`config.mk`:
```
export PLATFORM = sky130hd
export DESIGN_NAME = prt_timer
export DESIGN_NICKNAME = d
export VERILOG_FILES = /design/src/inc/prt_pkg.sv /design/src/core/prt_timer.sv
export SDC_FILE = /design/constraint.sdc
export NUM_CORES = 1
export LEC_CHECK = 0
export CAP_MARGIN = 10
export CORE_MARGIN = 2
export CORE_UTILIZATION = 30
export CTS_CLUSTER_SIZE = 16
export DETAILED_ROUTE_END_ITERATION = 16
export DONT_BUFFER_PORTS = 1
export PLACE_DENSITY = 0.44
export SLEW_MARGIN = 25
export SYNTH_ARGS = -nofsm -noshare
export SYNTH_HDL_FRONTEND = slang
export SYNTH_SLANG_ARGS = --single-unit
```
`constraint.sdc`:
```
create_clock -name sys_clk -period 3.95 [get_ports sys_clk]
set_clock_uncertainty 0.2 [all_clocks]
set_input_delay 0.5925 -clock sys_clk [delete_from_list [all_inputs] [get_ports sys_clk]]
set_output_delay 0.5925 -clock sys_clk [all_outputs]
set_load 0.05 [all_outputs]
```
`src/inc/prt_pkg.sv`:
```
// Constants for the prescaled reload timer: offsets, fields, resets, counts.
// Assumes an 8-bit register port with a 6-bit address and read data one cycle later.
// Behaviour
// - The two-bit gate source field picks no gate, the signal input pin, auxiliary pin one or address pin three.
// - The running flag reads 1 whenever the timer is enabled and has no effect on the gate.
// - With auto reload enabled the count restarts from the reload value at the end instead of stopping.
// - With auto reload disabled the count stops at zero and sets the expired interrupt bit.
// - The 12-bit prescale divisor is the mode register's low nibble above the prescale low byte.
// - With even select clear the tick period is twice the divisor plus one clock cycles.
// - With even select set the tick period is twice the divisor plus two clock cycles.
// - The 16-bit reload value is held as two writable bytes, upper and lower.
// - Every start event loads the whole reload value into the counter before counting.
// - Writing a reload byte leaves a running count alone and acts at the next start, or at the next expiry when auto reload is enabled.
// - The live count reads back as two read-only bytes, upper and lower.
// - With protocol auto start set the timer starts at each transmission end, or at RF on when that option is set.
// - With auto start and no multi-frame receive the timer stops after bit 5 in 106k card modes and bit 4 otherwise.
// - With auto start and multi-frame receive the timer ignores received bits and stops only on force stop or, with auto reload disabled, at expiry.
package prt_pkg;
  localparam logic [5:0] PRT_OFS_IRQ_EN = 6'h02;
  localparam logic [5:0] PRT_OFS_IRQ_STAT = 6'h04;
  localparam logic [5:0] PRT_OFS_IRQ_CLR = 6'h05;
  localparam logic [5:0] PRT_OFS_STATUS = 6'h06;
  localparam logic [5:0] PRT_OFS_CONTROL = 6'h0c;
  localparam logic [5:0] PRT_OFS_CONFIG = 6'h0d;
  localparam logic [5:0] PRT_OFS_MODE = 6'h2a;
  localparam logic [5:0] PRT_OFS_PRESCALE = 6'h2b;
  localparam logic [5:0] PRT_OFS_RELOAD_HI = 6'h2c;
  localparam logic [5:0] PRT_OFS_RELOAD_LO = 6'h2d;
  localparam logic [5:0] PRT_OFS_COUNT_HI = 6'h2e;
  localparam logic [5:0] PRT_OFS_COUNT_LO = 6'h2f;
  // Mode register fields
  localparam int PRT_MODE_AUTO_BIT = 7;
  localparam int PRT_MODE_GATE_LSB = 5;
  localparam int PRT_MODE_RELOAD_BIT = 4;
  localparam int PRT_MODE_NIB_LSB = 0;
  // Config register fields
  localparam int PRT_CFG_MULTI_BIT = 7;
  localparam int PRT_CFG_RFON_BIT = 5;
  localparam int PRT_CFG_EVEN_BIT = 4;
  localparam int PRT_CFG_CARD106_BIT = 0;
  // Control register fields
  localparam int PRT_CTL_STOP_BIT = 7;
  localparam int PRT_CTL_START_BIT = 6;
  // Status and interrupt fields
  localparam int PRT_STAT_RUN_BIT = 0;
  localparam int PRT_IRQ_EXP_BIT = 0;
  localparam int PRT_IRQ_START_BIT = 1;
  localparam int PRT_IRQ_W = 2;
  // Reset values
  localparam logic [7:0] PRT_RST_MODE = 8'h00;
  localparam logic [7:0] PRT_RST_PRESCALE = 8'h00;
  localparam logic [7:0] PRT_RST_RELOAD = 8'h00;
  localparam logic [7:0] PRT_RST_CONFIG = 8'h00;
  localparam logic [PRT_IRQ_W-1:0] PRT_RST_IRQ = 2'h0;
  // Received-bit stop counts
  localparam logic [2:0] PRT_RX_STOP_106 = 3'h5;
  localparam logic [2:0] PRT_RX_STOP_OTHER = 3'h4;
  // Gate source codes
  typedef enum logic [1:0] {
    PRT_GATE_NONE = 2'h0,
    PRT_GATE_SIG = 2'h1,
    PRT_GATE_AUX = 2'h2,
    PRT_GATE_ADDR3 = 2'h3
  } prt_gate_t;
endpackage : prt_pkg

```
`src/core/prt_timer.sv`:
```
// Prescaled 16-bit reload timer with register port and interrupt.
// Assumes framing events are one-cycle pulses on sys_clk; gate pins are asynchronous.
//
// The implementer's own choice: the strobed register port.
`timescale 1ns/1ns
`default_nettype none
module prt_timer
  import prt_pkg::*;
#(
  parameter int CNT_W = 16,
  parameter int PRE_W = 12
) (
  // Clock and reset
  input wire logic sys_clk,
  input wire logic reset_n,
  // Register port
  input wire logic [5:0] reg_addr,
  input wire logic [7:0] reg_wdata,
  input wire logic reg_wr,
  input wire logic reg_rd,
  output logic [7:0] reg_rdata,
  // Gate pins
  input wire logic signal_input_pin,
  input wire logic auxiliary_pin_one,
  input wire logic address_pin_three,
  // Framing events
  input wire logic tx_end_pulse,
  input wire logic rf_on_pulse,
  input wire logic rx_bit_pulse,
  // Status out
  output logic timer_running_flag,
  output logic timer_irq
);
  import prt_pkg::*;

  logic [7:0] mode_r;
  logic [7:0] prescale_lower_byte;
  logic [7:0] reload_upper_byte;
  logic [7:0] reload_lower_byte;
  logic [7:0] config_r;
  logic [PRT_IRQ_W-1:0] irq_en_r;
  logic [PRT_IRQ_W-1:0] irq_stat_r;
  logic [7:0] rdata_r;
  logic [CNT_W-1:0] count_r;
  logic [PRE_W:0] pre_cnt_r;
  logic running_r;
  logic [2:0] rx_bits_r;
  logic irq_r;
  logic [2:0] pin_s1_r;
  logic [2:0] pin_s2_r;

  logic wr_mode, wr_pre, wr_rhi, wr_rlo, wr_cfg, wr_ctl, wr_clr, wr_en;
  logic protocol_auto_start, auto_reload_enable, prescale_even_select;
  logic multi_frame_receive, initial_rf_on_option, card_106_mode;
  logic force_stop_command, soft_start;
  prt_gate_t gate_source_select;
  logic [PRE_W-1:0] prescale_divisor;
  logic [PRE_W:0] div_last;
  logic tick, gate_ok, start_evt, stop_evt, rx_stop, expire;
  logic [CNT_W-1:0] reload_value;
  logic [2:0] rx_limit;

  function automatic logic hit(input logic [5:0] a, input logic [5:0] ofs);
    hit = (a == ofs);
  endfunction : hit

  // Write decode
  assign wr_mode = reg_wr && hit(reg_addr, PRT_OFS_MODE);
  assign wr_pre = reg_wr && hit(reg_addr, PRT_OFS_PRESCALE);
  assign wr_rhi = reg_wr && hit(reg_addr, PRT_OFS_RELOAD_HI);
  assign wr_rlo = reg_wr && hit(reg_addr, PRT_OFS_RELOAD_LO);
  assign wr_cfg = reg_wr && hit(reg_addr, PRT_OFS_CONFIG);
  assign wr_ctl = reg_wr && hit(reg_addr, PRT_OFS_CONTROL);
  assign wr_clr = reg_wr && hit(reg_addr, PRT_OFS_IRQ_CLR);
  assign wr_en = reg_wr && hit(reg_addr, PRT_OFS_IRQ_EN);

  // Field views
  assign protocol_auto_start = mode_r[PRT_MODE_AUTO_BIT];
  assign gate_source_select = prt_gate_t'(mode_r[PRT_MODE_GATE_LSB +: 2]);
  assign auto_reload_enable = mode_r[PRT_MODE_RELOAD_BIT];
  assign multi_frame_receive = config_r[PRT_CFG_MULTI_BIT];
  assign initial_rf_on_option = config_r[PRT_CFG_RFON_BIT];
  assign prescale_even_select = config_r[PRT_CFG_EVEN_BIT];
  assign card_106_mode = config_r[PRT_CFG_CARD106_BIT];
  assign force_stop_command = wr_ctl && reg_wdata[PRT_CTL_STOP_BIT];
  assign soft_start = wr_ctl && reg_wdata[PRT_CTL_START_BIT];
  assign prescale_divisor = {mode_r[PRT_MODE_NIB_LSB +: 4], prescale_lower_byte};
  assign reload_value = {reload_upper_byte, reload_lower_byte};

  // Tick period minus one: 2P (odd divide) or 2P+1 (even divide)
  assign div_last = {prescale_divisor, prescale_even_select};

  // Config and mode registers
  always_ff @(posedge sys_clk) begin
    if (!reset_n) begin
      mode_r <= PRT_RST_MODE;
      config_r <= PRT_RST_CONFIG;
    end else begin
      if (wr_mode) begin
        mode_r <= reg_wdata;
      end
      if (wr_cfg) begin
        config_r <= reg_wdata;
      end
    end
  end

  // Prescale and reload bytes; reload bytes reach a running count only at a start event or when it expires with auto reload enabled
  always_ff @(posedge sys_clk) begin
    if (!reset_n) begin
      prescale_lower_byte <= PRT_RST_PRESCALE;
      reload_upper_byte <= PRT_RST_RELOAD;
      reload_lower_byte <= PRT_RST_RELOAD;
    end else begin
      if (wr_pre) begin
        prescale_lower_byte <= reg_wdata;
      end
      if (wr_rhi) begin
        reload_upper_byte <= reg_wdata;
      end
      if (wr_rlo) begin
        reload_lower_byte <= reg_wdata;
      end
    end
  end

  // Gate pin synchronisers
  always_ff @(posedge sys_clk) begin
    if (!reset_n) begin
      pin_s1_r <= 3'h0;
      pin_s2_r <= 3'h0;
    end else begin
      pin_s1_r <= {address_pin_three, auxiliary_pin_one, signal_input_pin};
      pin_s2_r <= pin_s1_r;
    end
  end

  // Gate selection
  always_comb begin
    unique case (gate_source_select)
      PRT_GATE_NONE: gate_ok = 1'b1;
      PRT_GATE_SIG: gate_ok = pin_s2_r[0];
      PRT_GATE_AUX: gate_ok = pin_s2_r[1];
      PRT_GATE_ADDR3: gate_ok = pin_s2_r[2];
    endcase
  end

  // Start and stop sources
  assign start_evt = soft_start
    || (protocol_auto_start && (tx_end_pulse || (initial_rf_on_option && rf_on_pulse)));
  assign rx_limit = card_106_mode ? PRT_RX_STOP_106 : PRT_RX_STOP_OTHER;
  assign rx_stop = protocol_auto_start && !multi_frame_receive && running_r
    && rx_bit_pulse && ((rx_bits_r + 3'h1) == rx_limit);
  assign stop_evt = force_stop_command || rx_stop;

  // Prescaler
  assign tick = running_r && (pre_cnt_r == div_last);
  always_ff @(posedge sys_clk) begin
    if (!reset_n) begin
      pre_cnt_r <= '0;
    end else if (start_evt || !running_r || tick) begin
      pre_cnt_r <= '0;
    end else begin
      pre_cnt_r <= pre_cnt_r + 1'b1;
    end
  end

  // Received-bit counter
  always_ff @(posedge sys_clk) begin
    if (!reset_n) begin
      rx_bits_r <= 3'h0;
    end else if (start_evt) begin
      rx_bits_r <= 3'h0;
    end else if (running_r && rx_bit_pulse && rx_bits_r != 3'h7) begin
      rx_bits_r <= rx_bits_r + 3'h1;
    end
  end

  // Counter and running state
  assign expire = tick && gate_ok && (count_r == '0);
  always_ff @(posedge sys_clk) begin
    if (!reset_n) begin
      count_r <= '0;
      running_r <= 1'b0;
    end else if (start_evt) begin
      count_r <= reload_value;
      running_r <= 1'b1;
    end else if (stop_evt) begin
      running_r <= 1'b0;
    end else if (expire) begin
      if (auto_reload_enable) begin
        count_r <= reload_value;
      end else begin
        running_r <= 1'b0;
      end
    end else if (tick && gate_ok) begin
      count_r <= count_r - 1'b1;
    end
  end

  // Interrupt status, enable and level output
  always_ff @(posedge sys_clk) begin
    if (!reset_n) begin
      irq_stat_r <= PRT_RST_IRQ;
    end else begin
      for (int i = 0; i < PRT_IRQ_W; i++) begin
        if ((i == PRT_IRQ_EXP_BIT && expire) || (i == PRT_IRQ_START_BIT && start_evt)) begin
          irq_stat_r[i] <= 1'b1;
        end else if (wr_clr && reg_wdata[i]) begin
          irq_stat_r[i] <= 1'b0;
        end
      end
    end
  end

  always_ff @(posedge sys_clk) begin
    if (!reset_n) begin
      irq_en_r <= PRT_RST_IRQ;
    end else if (wr_en) begin
      irq_en_r <= reg_wdata[PRT_IRQ_W-1:0];
    end
  end

  always_ff @(posedge sys_clk) begin
    if (!reset_n) begin
      irq_r <= 1'b0;
    end else begin
      irq_r <= |(irq_stat_r & irq_en_r);
    end
  end

  // Read port
  always_ff @(posedge sys_clk) begin
    if (!reset_n) begin
      rdata_r <= 8'h00;
    end else if (reg_rd) begin
      unique case (reg_addr)
        PRT_OFS_MODE: rdata_r <= mode_r;
        PRT_OFS_PRESCALE: rdata_r <= prescale_lower_byte;
        PRT_OFS_RELOAD_HI: rdata_r <= reload_upper_byte;
        PRT_OFS_RELOAD_LO: rdata_r <= reload_lower_byte;
        PRT_OFS_COUNT_HI: rdata_r <= count_r[15:8];
        PRT_OFS_COUNT_LO: rdata_r <= count_r[7:0];
        PRT_OFS_CONFIG: rdata_r <= config_r;
        PRT_OFS_IRQ_EN: rdata_r <= {6'h00, irq_en_r};
        PRT_OFS_IRQ_STAT: rdata_r <= {6'h00, irq_stat_r};
        PRT_OFS_STATUS: rdata_r <= {7'h00, running_r};
        default: rdata_r <= 8'h00;
      endcase
    end else begin
      rdata_r <= 8'h00;
    end
  end

  assign reg_rdata = rdata_r;
  assign timer_irq = irq_r;
  assign timer_running_flag = running_r;
endmodule : prt_timer
`default_nettype wire

```
* Word level (Yosys, flattened, before mapping) *
Cells that the tools add are included.

storage, ports and cells
  register bits after elaboration = 92
  latch bits = 0
  bits in writable memories = 0
  ROM bits = 0
  input port bits = 24
  output and inout bits = 10
  memories kept = 0

operators by class
  add/sub/neg operators = 3
  multiply operators = 0
  divide/modulo/power cells = 0
  magnitude comparators = 0
  equal/unequal tests = 21
  shift-type cells = 0
  muxes and demuxes = 16
  bitwise gates (word level) = 2
  reductions and logical operators = 42

operators by type and width
  cell                                                    number
  2-to-1 mux 16 bit                                       5
  one-hot mux 8 bit (10 select lines)                     1
  == test 6 bit (second input constant)                   6
  logical AND 1 bit                                       23
  == test 6 x 3 -> 1 bit (second input constant)          3
  zero test 16 bit                                        1
  subtractor 16 x 1 -> 16 bit (second input constant)     1
  adder 13 x 1 -> 13 bit (second input constant)          1
  == test 13 bit                                          1
  == test 6 x 4 -> 1 bit (second input constant)          2
  2-to-1 mux 1 bit                                        9
  == test 6 x 2 -> 1 bit (second input constant)          1
  inequality test 3 bit (second input constant)           2
  nonzero test 3 bit                                      2
  OR reduction 2 bit                                      3
  logical OR 1 bit                                        5
  == test 2 bit (second input constant)                   2
  one-hot mux 1 bit (4 select lines)                      1
  AND reduction 2 bit                                     2
  nonzero test 2 bit                                      2
  adder 3 x 1 -> 3 bit (second input constant)            1
  == test 3 bit                                           1
  inequality test 3 x 1 -> 1 bit (second input constant)  1
  AND reduction 3 bit                                     1
  other kinds (6)                                         7

* Depth between registers and ports, before layout *
  word-level depth = 8
  mapped depth = 9

* Worst setup path after synthesis *
Ideal clock, no wire load.

  path kind = input to register
  start point = in reg_addr[0]
  end point = reg count_r[11]
  arrival time = 2.064 ns
  required time = 3.623 ns
  setup slack = 1.559 ns
  stages = 7
  buffers on the path = 1
  cell sequence = buf_4 nor3b_1 nand3_1 and3b_1 a41o_1 and3_1 or3_1

on the way
  cells in the longest elaborated chain, start to end = 6

RTL lines
  item                                                                  RTL line                            text
  start, declared                                                       prt_timer.sv:17                     input wire logic [5:0] reg_addr,
  == test 6 x 4 -> 1 bit *                                              prt_timer.sv:64                     hit = (a == ofs);
  logical AND 1 bit *                                                   prt_timer.sv:73                     assign wr_ctl = reg_wr && hit(reg_addr, PRT_OFS_CONTROL);
  logical AND 1 bit, on equally long branches                           prt_timer.sv:86, prt_timer.sv:85
  logical OR 1 bit, on equally long branches                            prt_timer.sv:150, prt_timer.sv:154
  inequality test 3 bit (no source line), or another cell as far along  --
  AND reduction 3 bit (no source line)                                  --
  end signal, assigned                                                  prt_timer.sv:186                    count_r <= reload_value;
  end signal, assigned                                                  prt_timer.sv:192                    count_r <= reload_value;
  end signal, assigned                                                  prt_timer.sv:197                    count_r <= count_r - 1'b1;
  end, declared                                                         prt_timer.sv:44                     logic [CNT_W-1:0] count_r;

Every way passes the cells marked *; elsewhere a longest branch is shown, timed or not.
A chain may end at the register's enable or synchronous reset.

* Worst setup path in the final report *
  start point = reg count_r[0]
  end point = reg count_r[14]

on the way
  cells in the longest elaborated chain, start to end = 5

RTL lines
  item                                                                    RTL line                            text
  subtractor 16 x 1 -> 16 bit / zero test 16 bit (equally long branches)  prt_timer.sv:197, prt_timer.sv:180
  2-to-1 mux 16 bit / logical AND 1 bit (equally long branches)           prt_timer.sv:196, prt_timer.sv:180
  2-to-1 mux 16 bit                                                       prt_timer.sv:190                    end else if (expire) begin
  2-to-1 mux 16 bit                                                       prt_timer.sv:188                    end else if (stop_evt) begin
  2-to-1 mux 16 bit                                                       prt_timer.sv:185                    end else if (start_evt) begin

Parallel ways exist; a longest one is shown, timed or not. The select of a mux whose other input is x is not followed.

==> impl_metrics.tcl <==
set metrics [dict create \
    status "finished, final reports clean" \
    crit_chain "inv_1 -> ha_1 -> nor3b_2 -> nand4_1 -> or3_4 -> a31oi_4 -> o21ai_0 -> a21oi_1" \
    grt_pass1_vias 3615 \
    hold_class "in2reg" \
    htree_levels 3 \
    rsz0062_at_grt "false" \
    post_cts_buffers 0 \
    synth_cells 535 \
    drt-wirelength-per-cell_um 19.4 \
    drt-pass1-iter-count 5 \
    drc_errors 0 \
    rows 45 \
    syn_avg_cell_area_um2 8.68 \
    r2r_setup_slack_ns 1.16 \
    fp.dieW_um 128 \
    synth_warnings 0 \
    root_buffer "clkbuf_16" \
    synth-edff-count 0 \
    place.detailed.hpwl_um 9910 \
    synth_cell_type_count 61 \
    post-place-ws_ns 1.15 \
    synth_nets 563 \
    drive_above_1_share_pct 8.22 \
    syn_to_final_growth_pct 8.76 \
    startpoint "count_r[0]" \
    whs_path_depth 1 \
    max_clock_freq_ghz 0.358 \
    synth_xor_area_share_pct 4.71 \
    ys_async_sr_fraction_pct 0 \
    drv_cap 0 \
    finalSetupViolCount 0 \
    antenna_found_initial 0 \
    ys_ff_latch 92 \
    vias 3919 \
    start_kind "flop" \
    synth-simple-area-share_pct 24.3 \
    initial_core_util_pct 30.7 \
    grt_max_degree 44 \
    grt_usage_pct 17.2 \
    gp_congestion 0.836 \
    worst_pin_slew_ns 0.776 \
    final_nets 547 \
    overflow 0 \
    cp_max_fo 22 \
    power_density_nw_per_um2 376 \
    numCtsBuffers 9 \
    clk_latency_ns 0.35 \
    cts_buffer_depth 2 \
    reg2reg_to "count_r[14]" \
    clkSlewWorstSetupHoldPaths_ns 0.06 \
    yosysTopAreaCellShare_pct 39.7 \
    slowest_delay_ns 0.56 \
    crit_required_ns 4.01 \
    netlist_area_um2 4640 \
    grt_first_pass_wirelength_um 21700 \
    via_per_inst 5.51 \
    synth_mux_area_share_pct 9.46 \
    core_um2 15100 \
    cts_tree "yes" \
    synth_area_leaders "dfxtp_1, a21oi_1, mux2i_1, nand2_1, nand3_1" \
    arrival_ns 2.85 \
    finalCritPeriodShare_pct 70.6 \
    critPathKind "reg2reg" \
    ys_seq_area_share_pct 39.7 \
    fin_crit_ns 2.79 \
    r2r_start "count_r[0]" \
    wl_um 13800 \
    synthFlopType "dfxtp_1" \
    relSlewSlack_pct 48.3 \
    final.setup.tns_ns 0 \
    antenna_left 0 \
    dp.cells 696 \
    cp-end-kind "flop" \
    diodes 0 \
    worstRegToRegCells 8 \
    slew_viol_final 0 \
    cts.sinks 92 \
    fin_ws_ns 1.16 \
    hold_viol_final 0 \
    p_leak_nw 1.83 \
    synthAdderAreaFrac_pct 1.08 \
    critPathSlowestCell "a31oi_4" \
    die_y_um 128 \
    synth_largest_area_cell "dfxtp_1" \
    portBuffers 0 \
    max-vdd-ir-drop_mv 0.201 \
    min_from "auxiliary_pin_one" \
    die-area_um2 16500 \
    whs_endpoint "pin_s1_r[1]" \
    cts_resized 0 \
    cts.hold.buffers_added 0 \
    layout.cells.non_filler 711 \
    drt_iter0_markers 394 \
    ioPinCount 34 \
    synth_top_family_by_area "simple AND/OR/NAND/NOR gates" \
    synth_compound_area_share_pct 16.5 \
]
## state kept, by name (all words and copies together), names as in the netlist
register             cells
timer_irq                1
config_r                 8
timer_running_flag       1
mode_r                   8
irq_en_r                 2
prescale_lower_byte      8
rx_bits_r                3
pin_s2_r                 3
irq_stat_r               2
pin_s1_r                 3
reload_upper_byte        8
pre_cnt_r               13
reg_rdata                8
count_r                 16
reload_lower_byte        8
## cell usage after synthesis, types with 5 or more instances
library cell / count
a21oi_1: 57
a222oi_1: 7
and2_1: 7
and3_1: 5
buf_2: 5
buf_6: 5
clkbuf_1: 18
dfxtp_1: 92
inv_1: 6
mux2i_1: 27
mux4_2: 7
nand2_1: 71
nand3_1: 39
nand4_1: 7
nor2_1: 50
nor3_1: 6
o21ai_0: 10
o32ai_1: 8
or3_1: 8
xor2_1: 22
## cells by family (layout without fill, tap and decap cells)
kind of cell / count (synthesis) / count (layout)
AO/OA/AOI/OAI: 112 / 112
XOR/XNOR: 25 / 25
adder cells (fa/ha/maj): 4 / 4
buffers and inverters: 39 / 27
flip-flops: 92 / 92
multiplexers: 35 / 35
AND/OR/NAND/NOR: 228 / 228
## area by class of cell
type | instances | area (um2)
inverters | 6 | 22.5
repair buffers | 6 | 45.0
multi-input cells | 404 | 2610
clock inverters | 5 | 61.3
flip-flops and latches | 92 | 1840
well taps | 188 | 235
clock buffers | 10 | 239
fillers | 1543 | 10100
## worst max path at each step
stage	end	slack [ns]	depth (start not counted)
floorplan	count_r[11]	1.56	7
global placement	count_r[9]	1.17	5
detailed placement	count_r[15]	1.15	5
CTS	count_r[14]	1.17	8
global route	count_r[14]	0.93	8
finish	count_r[14]	1.16	8
## layer usage
layer | part of all wire [%] | GRT usage [%] | up-vias
met3 | 4.9 | 4.12 | 20
li1 | - | - | 1894
met1 | 48 | 24.3 | 1893
met2 | 44 | 25.3 | 112
met4 | 2.6 | 6.72 | 0
met5 | 0 | 0 | -
## report_power, final
group	switching [mW]	internal, mW
Combinational	0.0488	0.0301
Clock	0.376	0.508
Sequential	0.00510	0.933
## cells in the final DEF, fill, tap and decap left out, types with 2 or more instances in the layout
| cell | instances |
|---|---|
| mux4_2 | 7 |
| o211ai_1 | 4 |
| nand2b_1 | 3 |
| ha_1 | 4 |
| o41ai_1 | 2 |
| buf_4 | 6 |
| clkinv_4 | 2 |
| dfxtp_1 | 92 |
| o21ai_0 | 10 |
| and3_1 | 5 |
| and4_1 | 4 |
| a31oi_4 | 2 |
| nor2b_1 | 4 |
| nand3_1 | 39 |
| mux2i_1 | 27 |
| or3_1 | 8 |
| inv_1 | 5 |
| xor2_1 | 22 |
| or2_2 | 2 |
| clkbuf_16 | 9 |
| o32ai_1 | 8 |
| nor3b_1 | 4 |
| a21oi_1 | 57 |
| nor4_1 | 4 |
| a2bb2oi_1 | 2 |
| o21a_1 | 2 |
| or4_1 | 2 |
| and2_1 | 7 |
| nand4_1 | 7 |
| a222oi_1 | 7 |
| o22ai_1 | 3 |
| nor2_1 | 50 |
| nand2_1 | 71 |
| nor3_2 | 2 |
| a31oi_1 | 4 |
| or3_4 | 2 |
| nor3_1 | 6 |
| xnor2_1 | 3 |
## through the flow
stage                     cell area (um2)  hold slack, ns  util (%)  power [mW]
final                                5050           0.175      33.3        1.90
after CTS                            5050           0.159      33.3        1.93
after floorplan                      4640           0.212         -        1.03
after detailed placement             4750           0.226      31.4        1.04
after global routing                 5050           0.155      33.3        1.98
after global placement               4750           0.229      31.4        1.04
## worst max-delay path: cells and delay by family, from the launching register on
family	cells	cell delay [ns]
adder cells (fa/ha/maj)	1	0.19
flip-flops	1	0.34
AND/OR/NAND/NOR	3	0.98
AO/OA/AOI/OAI	3	0.90
buffers and inverters	1	0.08
Power figures use the tool's default switching activity.
